$ cat src/csr_pkg.sv
// Package for the clock skew and recovery frequency register bank.
// Assumes a byte-wide register port driven by an SMBus slave elsewhere in the chip.
package csr_pkg;
  localparam logic [7:0] OFS_SKEW       = 8'h0A;
  localparam logic [7:0] OFS_REC_N      = 8'h0B;
  localparam logic [7:0] OFS_REC_SEL_M  = 8'h0C;
  localparam logic [7:0] RESET_VALUE    = 8'h00;
  localparam int         PROC_SKEW_LSB  = 5;
  localparam int         MEM_SKEW_LSB   = 2;
  localparam int         GFX_SKEW_LSB   = 0;
  localparam int         REC_SEL_BIT    = 7;
  localparam int         FREQ_MIN_MHZ   = 50;
  localparam int         FREQ_MAX_MHZ   = 248;
  typedef enum logic [1:0] {
    CSR_SRC_NORMAL   = 2'b00,
    CSR_SRC_STRAP    = 2'b01,
    CSR_SRC_PROGRAM  = 2'b10
  } csr_src_type;
endpackage

$ cat src/csr_skew_if.sv
// Interface carrying the applied skew codes from the register bank to its decoder.
// Assumes both ends share clk_sys.
`timescale 1ns/100ps
interface csr_skew_if;
  logic [2:0] processor_clock_delay_code;
  logic [2:0] memory_clock_delay_code;
  logic [1:0] graphics_clock_delay_code;
  logic [3:0] proc_delay_steps;
  logic       proc_delay_late;
  logic [3:0] mem_delay_steps;
  logic       mem_delay_late;
  logic [3:0] gfx_delay_steps;
  logic       gfx_delay_late;
  modport bank (output processor_clock_delay_code, memory_clock_delay_code, graphics_clock_delay_code,
                input proc_delay_steps, proc_delay_late, mem_delay_steps, mem_delay_late,
                gfx_delay_steps, gfx_delay_late);
  modport decode (input processor_clock_delay_code, memory_clock_delay_code, graphics_clock_delay_code,
                  output proc_delay_steps, proc_delay_late, mem_delay_steps, mem_delay_late,
                  gfx_delay_steps, gfx_delay_late);
endinterface

$ cat src/csr_skew_decode.sv
// Decoder turning skew codes into a count of 150 ps steps and a direction.
// Assumes the codes come from registers; output is combinational.
`timescale 1ns/100ps
module csr_skew_decode (
  // Skew codes in, steps out
  csr_skew_if.decode sk
);
  // Three-bit code: 0 none, 1..3 earlier by 1..3 steps, 4..7 later by 1..4 steps.
  function automatic logic [4:0] dec3(input logic [2:0] c);
    if (c == 3'h0) begin
      dec3 = 5'h00;
    end else if (!c[2]) begin
      dec3 = {1'b0, 2'b00, c[1:0]};
    end else begin
      dec3 = {1'b1, 4'({2'b00, c[1:0]} + 4'h1)};
    end
  endfunction

  always_comb begin
    {sk.proc_delay_late, sk.proc_delay_steps} = dec3(sk.processor_clock_delay_code);
    {sk.mem_delay_late, sk.mem_delay_steps}   = dec3(sk.memory_clock_delay_code);
    case (sk.graphics_clock_delay_code)
      2'b01:   {sk.gfx_delay_late, sk.gfx_delay_steps} = 5'h01;
      2'b10:   {sk.gfx_delay_late, sk.gfx_delay_steps} = 5'h11;
      2'b11:   {sk.gfx_delay_late, sk.gfx_delay_steps} = 5'h12;
      default: {sk.gfx_delay_late, sk.gfx_delay_steps} = 5'h00;
    endcase
  end
endmodule

$ cat src/csr_regs.sv
// Skew control and recovery frequency register bank of the clock generator.
// Assumes an SMBus slave presents byte writes and reads on a simple port in clk_sys.
`timescale 1ns/100ps
module csr_regs (
  // Clock and reset
  input  wire logic                 clk_sys,
  input  wire logic                 rst_b,
  // Register port from the SMBus slave
  input  wire logic                 reg_wr,
  input  wire logic                 reg_rd,
  input  wire logic [7:0]           reg_addr,
  input  wire logic [7:0]           reg_wdata,
  output logic      [7:0]           reg_rdata,
  output logic                      reg_hit,
  // Watchdog and strap context
  input  wire logic                 watchdog_timeout,
  input  wire logic                 watchdog_enable,
  input  wire logic                 ratio_source_override,
  input  wire logic [4:0]           strap_frequency_code,
  input  wire logic [4:0]           software_frequency_code,
  // Synthesizer controls
  output logic                      recovery_mode,
  output csr_pkg::csr_src_type      proc_freq_source,
  output logic [7:0]                proc_divider_n,
  output logic [6:0]                proc_divider_m,
  output logic [4:0]                ratio_code,
  output logic                      freq_change_start,
  output logic                      range_ok,
  // Skew controls
  output logic [3:0]                proc_delay_steps,
  output logic                      proc_delay_late,
  output logic [3:0]                mem_delay_steps,
  output logic                      mem_delay_late,
  output logic [3:0]                gfx_delay_steps,
  output logic                      gfx_delay_late
);
  typedef csr_pkg::csr_src_type csr_src_type;

  typedef struct packed {
    logic [7:0]  skew;
    logic [7:0]  rec_n;
    logic [7:0]  rec_sel_m;
    logic [7:0]  rdata;
    logic        hit;
    logic        locked;
    logic        start;
    csr_src_type src;
  } csr_state_type;

  csr_state_type s_q;
  csr_state_type s_d;
  csr_skew_if    sk ();

  logic wr_skew;
  logic wr_n;
  logic wr_m;

  assign wr_skew = reg_wr && (reg_addr == csr_pkg::OFS_SKEW);
  assign wr_n    = reg_wr && (reg_addr == csr_pkg::OFS_REC_N);
  assign wr_m    = reg_wr && (reg_addr == csr_pkg::OFS_REC_SEL_M);

  always_comb begin
    s_d       = s_q;
    s_d.start = 1'b0;
    if (wr_skew) begin
      s_d.skew = reg_wdata;
    end
    if (wr_n) begin
      s_d.rec_n = reg_wdata;
    end
    if (wr_m) begin
      s_d.rec_sel_m = reg_wdata;
    end
    // A time-out while locked changes nothing; the clear of enable unlocks.
    if (!watchdog_enable) begin
      s_d.locked = 1'b0;
    end else if (watchdog_timeout) begin
      s_d.locked = 1'b1;
    end
    if (watchdog_enable && watchdog_timeout && !s_q.locked) begin
      s_d.src   = s_d.rec_sel_m[csr_pkg::REC_SEL_BIT] ? csr_pkg::CSR_SRC_PROGRAM
                                                      : csr_pkg::CSR_SRC_STRAP;
      s_d.start = 1'b1;
    end else if (!s_d.locked) begin
      s_d.src = csr_pkg::CSR_SRC_NORMAL;
    end
    // Writes to N or M retune the synthesizer only while recovery is locked on the programmed source.
    if ((wr_n || wr_m) && s_q.locked && s_q.src == csr_pkg::CSR_SRC_PROGRAM) begin
      s_d.start = 1'b1;
    end
    s_d.hit = reg_rd || reg_wr ? (reg_addr == csr_pkg::OFS_SKEW || reg_addr == csr_pkg::OFS_REC_N ||
                                  reg_addr == csr_pkg::OFS_REC_SEL_M) : 1'b0;
    if (reg_rd) begin
      case (reg_addr)
        csr_pkg::OFS_SKEW:      s_d.rdata = s_q.skew;
        csr_pkg::OFS_REC_N:     s_d.rdata = s_q.rec_n;
        csr_pkg::OFS_REC_SEL_M: s_d.rdata = s_q.rec_sel_m;
        default:                s_d.rdata = 8'h00;
      endcase
    end
  end

  always_ff @(posedge clk_sys or negedge rst_b) begin
    if (!rst_b) begin
      s_q <= '{skew: csr_pkg::RESET_VALUE, rec_n: csr_pkg::RESET_VALUE, rec_sel_m: csr_pkg::RESET_VALUE,
               rdata: 8'h00, hit: 1'b0, locked: 1'b0, start: 1'b0, src: csr_pkg::CSR_SRC_NORMAL};
    end else begin
      s_q <= s_d;
    end
  end

  assign sk.processor_clock_delay_code = s_q.skew[csr_pkg::PROC_SKEW_LSB +: 3];
  assign sk.memory_clock_delay_code    = s_q.skew[csr_pkg::MEM_SKEW_LSB +: 3];
  assign sk.graphics_clock_delay_code  = s_q.skew[csr_pkg::GFX_SKEW_LSB +: 2];

  csr_skew_decode u_dec (
    .sk (sk.decode)
  );

  assign proc_delay_steps  = sk.proc_delay_steps;
  assign proc_delay_late   = sk.proc_delay_late;
  assign mem_delay_steps   = sk.mem_delay_steps;
  assign mem_delay_late    = sk.mem_delay_late;
  assign gfx_delay_steps   = sk.gfx_delay_steps;
  assign gfx_delay_late    = sk.gfx_delay_late;

  assign reg_rdata         = s_q.rdata;
  assign reg_hit           = s_q.hit;
  assign recovery_mode     = s_q.locked;
  assign proc_freq_source  = s_q.src;
  assign proc_divider_n    = s_q.rec_n;
  assign proc_divider_m    = s_q.rec_sel_m[6:0];
  assign ratio_code        = ratio_source_override ? software_frequency_code : strap_frequency_code;
  assign freq_change_start = s_q.start;
  // Coarse plausibility flag: N nonzero, M nonzero; the synthesizer clamps to 50..248 MHz.
  assign range_ok          = (s_q.rec_n != 8'h00) && (s_q.rec_sel_m[6:0] != 7'h00);

  property p_timeout_locks;
    @(posedge clk_sys) disable iff (!rst_b)
      watchdog_enable && watchdog_timeout |=> recovery_mode;
  endproperty
  a_timeout_locks: assert property (p_timeout_locks)
    else $error("time-out did not lock recovery");

  property p_unlock;
    @(posedge clk_sys) disable iff (!rst_b)
      !watchdog_enable |=> !recovery_mode && proc_freq_source == csr_pkg::CSR_SRC_NORMAL;
  endproperty
  a_unlock: assert property (p_unlock)
    else $error("enable clear did not unlock");

  property p_sel;
    @(posedge clk_sys) disable iff (!rst_b)
      watchdog_enable && watchdog_timeout && !recovery_mode && !wr_m |=>
        proc_freq_source == ($past(s_q.rec_sel_m[csr_pkg::REC_SEL_BIT]) ? csr_pkg::CSR_SRC_PROGRAM
                                                                         : csr_pkg::CSR_SRC_STRAP);
  endproperty
  a_sel: assert property (p_sel)
    else $error("wrong recovery source");

  property p_no_early;
    @(posedge clk_sys) disable iff (!rst_b)
      !recovery_mode && !watchdog_timeout |=> proc_freq_source == csr_pkg::CSR_SRC_NORMAL;
  endproperty
  a_no_early: assert property (p_no_early)
    else $error("recovery source without time-out");

  property p_retune;
    @(posedge clk_sys) disable iff (!rst_b)
      (wr_n || wr_m) && recovery_mode && proc_freq_source == csr_pkg::CSR_SRC_PROGRAM |=> freq_change_start;
  endproperty
  a_retune: assert property (p_retune)
    else $error("write did not start frequency change");

  property p_readback;
    @(posedge clk_sys) disable iff (!rst_b)
      wr_skew ##1 reg_rd && reg_addr == csr_pkg::OFS_SKEW |=> reg_rdata == $past(reg_wdata, 2);
  endproperty
  a_readback: assert property (p_readback)
    else $error("skew readback mismatch");

  property p_proc_skew;
    @(posedge clk_sys) disable iff (!rst_b)
      wr_skew && reg_wdata[7:5] == 3'h7 |=> proc_delay_late && proc_delay_steps == 4'h4;
  endproperty
  a_proc_skew: assert property (p_proc_skew)
    else $error("processor skew decode wrong");

  property p_gfx_skew;
    @(posedge clk_sys) disable iff (!rst_b)
      wr_skew && reg_wdata[1:0] == 2'h1 |=> !gfx_delay_late && gfx_delay_steps == 4'h1;
  endproperty
  a_gfx_skew: assert property (p_gfx_skew)
    else $error("graphics skew decode wrong");

  property p_div;
    @(posedge clk_sys) disable iff (!rst_b)
      wr_n |=> proc_divider_n == $past(reg_wdata);
  endproperty
  a_div: assert property (p_div)
    else $error("recovery N not applied");

  property p_ratio;
    @(posedge clk_sys) disable iff (!rst_b)
      ratio_source_override |-> ratio_code == software_frequency_code;
  endproperty
  a_ratio: assert property (p_ratio)
    else $error("override ratio not used");

  property p_range;
    @(posedge clk_sys) disable iff (!rst_b)
      wr_n && reg_wdata == 8'h00 |=> !range_ok;
  endproperty
  a_range: assert property (p_range)
    else $error("zero N flagged in range");

  c_unlock: cover property (@(posedge clk_sys) disable iff (!rst_b) recovery_mode ##1 !recovery_mode);
  c_program_src: cover property (@(posedge clk_sys) disable iff (!rst_b)
    proc_freq_source == csr_pkg::CSR_SRC_PROGRAM);
  c_strap_src: cover property (@(posedge clk_sys) disable iff (!rst_b)
    proc_freq_source == csr_pkg::CSR_SRC_STRAP);
  c_retune: cover property (@(posedge clk_sys) disable iff (!rst_b) recovery_mode ##1 freq_change_start);
endmodule

$ cat config.mk
export PLATFORM = sky130hd
export DESIGN_NAME = csr_regs
export DESIGN_NICKNAME = d
export VERILOG_FILES = /design/src/csr_pkg.sv /design/src/csr_skew_if.sv /design/src/csr_skew_decode.sv /design/src/csr_regs.sv
export SDC_FILE = /design/constraint.sdc
export NUM_CORES = 1
export LEC_CHECK = 0
export BUFFER_PORTS_ARGS = -buffer_cell sky130_fd_sc_hd__buf_2
export CAP_MARGIN = 30
export CORE_UTILIZATION = 53
export DETAILED_ROUTE_END_ITERATION = 8
export PLACE_DENSITY = 0.85
export SETUP_SLACK_MARGIN = 0.05
export SLEW_MARGIN = 40
export SYNTH_ARGS = -nofsm -noshare
export SYNTH_HDL_FRONTEND = slang
export SYNTH_SLANG_ARGS = --single-unit
$ cat constraint.sdc
create_clock -name clk_sys -period 2.4 [get_ports clk_sys]
set_input_delay 0.48 -clock clk_sys [delete_from_list [all_inputs] [get_ports clk_sys]]
set_output_delay 0.48 -clock clk_sys [all_outputs]
set_load 0.01 [all_outputs]
# Yosys cells after proc, flatten, opt, wreduce, memory -nomap -nowiden

Index checks and enable logic that the tools add are counted.

Register bits after elaboration: 37
Input bits: 33
Output and inout bits: 49
Word-level logic and storage cells: 55

Add/sub/neg operators: 2
Equal/unequal tests: 8
Muxes and demuxes: 17
Reduce and logical (&&, ||, !) cells: 19

Operators with widths:

| operator              | count |
|---|---|
| $mux W5               | 5 |
| $eq A8 B4 Y1 const B  | 3 |
| $pmux W8 S3           | 1 |
| $logic_and A1 B1 Y1   | 8 |
| $mux W8               | 1 |
| $reduce_bool A8 Y1    | 1 |
| $reduce_bool A7 Y1    | 1 |
| $add A2 B1 Y3 const B | 2 |
| $eq A2 B2 Y1 const B  | 3 |
| $logic_not A3 Y1      | 2 |
| $mux W1               | 6 |
| $mux W2               | 3 |
| $logic_or A1 B1 Y1    | 4 |
| $pmux W2 S2           | 1 |
| $reduce_or A2 Y1      | 2 |
| $eq A2 B1 Y1 const B  | 1 |
| $ne A2 B1 Y1 const B  | 1 |
| $logic_not A1 Y1      | 1 |

# Longest topological paths before layout

Depth in word-level cells: 6
Gate-level depth with buffers: 5
Depth with buffers taken out: 4

# Hierarchy

Synthesis repeated with hierarchy kept, for this count alone.

Cells, all modules: 186
Area total of the unflattened synthesis: 2,124.5 um^2

Modules (own cells, without submodules):

| module          | times used | cells an instance | area an instance (um^2) | seq. area each (um^2) |
|---|---|---|---|---|
| csr_regs        | 1          | 158               | 1,920.6                 | 925.9 |
| csr_skew_decode | 1          | 28                | 203.9                   | 0.0 |

# Least setup slack after synthesis

Ideal clock, no wire load.

Path kind: input to register
From: in reg_addr[5]
To: reg s_q[29] in the netlist's numbering
Setup time: 0.125 ns
Arrival: 1.575 ns
Required time: 2.275 ns
Slack: 0.700 ns
Stages: 4
Buffers on the path: 0
Path through: nor4_2 -> nand3b_1 -> nor2_4 -> mux2_2

Longest elaborated chain between the ends: 2

Ends and longest elaborated chain:

| item                 | RTL line        | RTL |
|---|---|---|
| start, declared      | csr_regs.sv:11  | `input wire logic [7:0] reg_addr,` |
| $eq A8 B4 Y1         | csr_regs.sv:58  | `assign wr_skew = reg_wr && (reg_addr == csr_pkg::OFS_SKEW);` |
| $logic_and A1 B1 Y1  | csr_regs.sv:58  |  |
| end signal, assigned | csr_regs.sv:105 | `s_q <= '{skew: csr_pkg::RESET_VALUE, rec_n: csr_pkg::RESET_VALUE, rec_sel_m: csr_pkg::RESET_VALUE,` |
| end, declared        | csr_regs.sv:50  | `csr_state_type s_q;` |

No other way between the ends.
A chain may end at the register's enable or synchronous reset.

# Worst setup path after layout

From: reg s_q, in the netlist proc_divider_m[3]
To: out range_ok

Longest elaborated chain between the ends: 2

Ends and longest elaborated chain:

| item                | RTL line        | RTL |
|---|---|---|
| $reduce_bool A7 Y1  | csr_regs.sv:136 | `assign range_ok = (s_q.rec_n != 8'h00) && (s_q.rec_sel_m[6:0] != 7'h00);` |
| $logic_and A1 B1 Y1 | csr_regs.sv:136 |  |
| end, declared       | csr_regs.sv:28  | `output logic range_ok,` |

No other way between the ends.

==> impl_metrics.tcl <==
set metrics [dict create \
    worst_setup_path_start_kind "register" \
    met3_resource_use_gr_pct 5.517 \
    post_synth_inst_count 194 \
    fmax_ghz 0.4668 \
    cts_buffers 5 \
    cts-htree-levels 2 \
    route.detailed.wl_per_inst_um 15.55 \
    power.switching_uw 326.1 \
    cell_at_the_root_of_the_clock_tree "sky130_fd_sc_hd__clkbuf_8" \
    rrSetupSlack_ps 1170 \
    synth_cell_area_um2 2161 \
    ir_worst_vdd_mv 0.3005 \
    flow.area_growth_from_synthesis_pct 14.36 \
    clock_insertion_delay_worst_skew_ps 290 \
    static-leakage-power_nw 1.301 \
    cpMaxStageDelayCell "sky130_fd_sc_hd__or4_1" \
    dp_hpwl_um 3551 \
    rsz0062_at_grt "no" \
    critPathArrivalTime_ps 1660 \
    globalplace.congestion 0.8013 \
    yosys_warnings 0 \
    gr-total-overflow 0 \
    final_max_slew_viol_count 0 \
    synth-seq-area-share_pct 42.85 \
    detail_route.vias_per_cell 5.564 \
    chipWidth_um 65.85 \
    cts_sinks 37 \
    post-synth-top-area-cell "sky130_fd_sc_hd__dfrtp_1" \
    clock_transition_at_path_regs_ps 70 \
    layout.nets 287 \
    cts_hold_repair.buffers 0 \
    cts_repair_resize_count 0 \
    hold_violations 0 \
    synth_top_area_share_pct 42.85 \
    power_per_cell_area_nw_per_um2 521.1 \
    critical_path.max_fanout 4 \
    antennaDiodeCount 0 \
    met2_routing_resource_usage_after_global_routing_pct 37.76 \
    crit_required_ps 1920 \
    drive_above_1_share_pct 50.40 \
    critPathMaxStageDelay_ps 540 \
    drtAntennaViolNets 0 \
    dr.pass1.iters 4 \
    clock_power_share_pct 33.3 \
    clk_path_buf_depth 2 \
    end_kind "output pin" \
    pwr-share-comb_pct 14.5 \
    design.die.area_um2 4336 \
    p_int_uw 961.5 \
    via_count_of_the_first_global_routing_pass 1590 \
    finalSetupViolCount 0 \
    grt_pass1_wl_um 7521 \
    tritoncts "yes" \
    remaining_drc_errors 0 \
    cell_row_count 22 \
    share_seq_of_total_power_pct 52.2 \
    global_route.usage.met1_pct 30.77 \
    min-delay-path-class "primary input to async pin" \
    grt_antenna_before_repair 0 \
    status "complete, no violations" \
    postRouteWirelength_um 4604 \
    top_level_ports 82 \
    criticalPathCategory "register to output pin" \
    grt_most_used_layer "met2" \
    floorplan.initialDensity_pct 57.30 \
    timing.max_cap.violations 0 \
    final_setup_skew_ps 1.965 \
    netlist_top_cells_area "sky130_fd_sc_hd__dfrtp_1, sky130_fd_sc_hd__mux2_2, sky130_fd_sc_hd__buf_4, sky130_fd_sc_hd__ha_1, sky130_fd_sc_hd__a22oi_1" \
    syn_avg_cell_area_um2 11.14 \
    first_iter_violations 71 \
    cts_post_setup_buffers_inserted 0 \
    fin_crit_sh_pct 89.26 \
    global_routing_usage_summed_across_all_routing_layers_pct 23.69 \
    number_of_flip_flops_and_latches_in_the_synthesized_netlist 37 \
    routed-via-count 1647 \
    netlist-cell-type-count 40 \
    grt_max_degree 38 \
    io_buffer_count 77 \
    power_mw 1.288 \
    worstPathCellList "or4_1 > nor4_1 > a21oi_1 > buf_2" \
    floorplan.die.height_um 65.85 \
    power_switching_share_pct 25.33 \
    timing.reg2reg.worst_path_depth 3 \
    fin_setup_tns_ps 0 \
    minimum_period_implied_by_the_final_worst_setup_slack_ps 2142 \
    core_area_um2 3771 \
]
==> metal layers <==
| layer | vias up | routed length (um) |
|---|---|---|
| met2 | 77 | 2268 |
| met1 | 792 | 1958 |
| li1 | 769 | - |
| met5 | - | 0 |
| met4 | 0 | 82 |
| met3 | 9 | 294 |
==> kinds of logic after synthesis <==
logic type / after synthesis / share of synthesized area (%)
buffers and inverters: 50 / 14.36
flip-flops: 37 / 42.85
AND/OR/NAND/NOR: 35 / 11.70
AO/OA/AOI/OAI: 34 / 11.29
multiplexers: 31 / 16.15
adder cells (fa/ha/maj): 6 / 3.474
other: 1 / 0.1735
==> cells in the mapped netlist (all sizes together) <==
cell,number
nor4b,1
o22ai,8
a21oi,2
a2bb2oi,4
or2,1
buf,33
nor3b,1
nand2b,1
a41o,1
o31ai,3
nand2,7
and2,3
nand3,2
mux2,31
dfrtp,37
a22oi,8
conb,1
nand4,2
inv,14
and4,1
clkbuf,3
or3b,1
a21o,1
nor4,4
and4b,1
ha,6
nor2,2
o211ai,2
o21a,1
o221a,1
nor3,1
nor2b,3
or4,1
o21ai,3
nand3b,3
==> cell usage in the layout, fill, tap and decap left out, types with 2 or more instances in the layout <==
master and count:
sky130_fd_sc_hd__buf_2 76, sky130_fd_sc_hd__dfrtp_1 37, sky130_fd_sc_hd__mux2_2 31, sky130_fd_sc_hd__inv_1 14
sky130_fd_sc_hd__a22oi_1 8, sky130_fd_sc_hd__o22ai_1 8, sky130_fd_sc_hd__nand2_1 7, sky130_fd_sc_hd__ha_1 6
sky130_fd_sc_hd__clkbuf_8 6, sky130_fd_sc_hd__a2bb2oi_1 4, sky130_fd_sc_hd__conb_1 4, sky130_fd_sc_hd__buf_4 4
sky130_fd_sc_hd__o31ai_1 3, sky130_fd_sc_hd__nor2b_1 3, sky130_fd_sc_hd__and2_1 3, sky130_fd_sc_hd__nor4_1 3
sky130_fd_sc_hd__nand3b_1 3, sky130_fd_sc_hd__o21ai_0 3, sky130_fd_sc_hd__a21oi_1 2, sky130_fd_sc_hd__o211ai_1 2
sky130_fd_sc_hd__nand3_1 2
==> registers in the layout, indices dropped and copies added, names as in the netlist <==
| register | count |
|---|---|
| freq_change_start | 1 |
| proc_divider_m | 7 |
| proc_divider_n | 8 |
| proc_freq_source | 2 |
| recovery_mode | 1 |
| reg_hit | 1 |
| reg_rdata | 8 |
| s_q | 9 |
==> per-stage QoR <==
stage               cells  setup WS (ps)  cell area (um^2)  util, %  hold slack [ps]
detailed placement    289          352.7              2382    63.17            518.6
finish                296          257.9              2471    65.53            134.3
global placement      289          409.1              2382    63.17            514.8
CTS                   296          255.3              2469    65.46            291.4
global route          296          215.9              2471    65.53            169.1
floorplan             197          700.1              2172        -            184.4
==> worst max-delay path, delay by kind of cell, from the launching register on <==
| kind | cells | cell delay, ps |
|---|---|---|
| AO/OA/AOI/OAI | 1 | 80 |
| AND/OR/NAND/NOR | 2 | 720 |
| flip-flops | 1 | 410 |
| buffers and inverters | 1 | 160 |
==> cell type report <==
cell class / instances / area, um^2
clock buffers: 7 / 86.33
well taps: 48 / 60.06
inverters: 14 / 52.55
flip-flops and latches: 37 / 925.9
fillers: 306 / 1300
repair buffers: 80 / 410.4
multi-input cells: 110 / 935.9
==> power groups by stage <==
stage / clock network (mW) / logic (mW) / registers, mW
floorplan: 0 / 0.118 / 0.677
global placement: 0 / 0.181 / 0.682
detailed placement: 0 / 0.187 / 0.684
CTS: 0.439 / 0.187 / 0.672
global route: 0.472 / 0.206 / 0.675
finish: 0.429 / 0.186 / 0.672
==> worst paths after layout <==
path | endpoint | start
min in group clk_sys | recovery_mode | watchdog_timeout
max in group asynchronous | proc_divider_m[5] | rst_b
worst min register to register | reg_rdata[7] | reg_rdata[7]
worst max-delay path | range_ok | proc_divider_m[3]
worst max register to register | proc_freq_source[1] | recovery_mode
worst min-delay path | proc_divider_m[4] | rst_b
(Power assumes the default switching activity.)
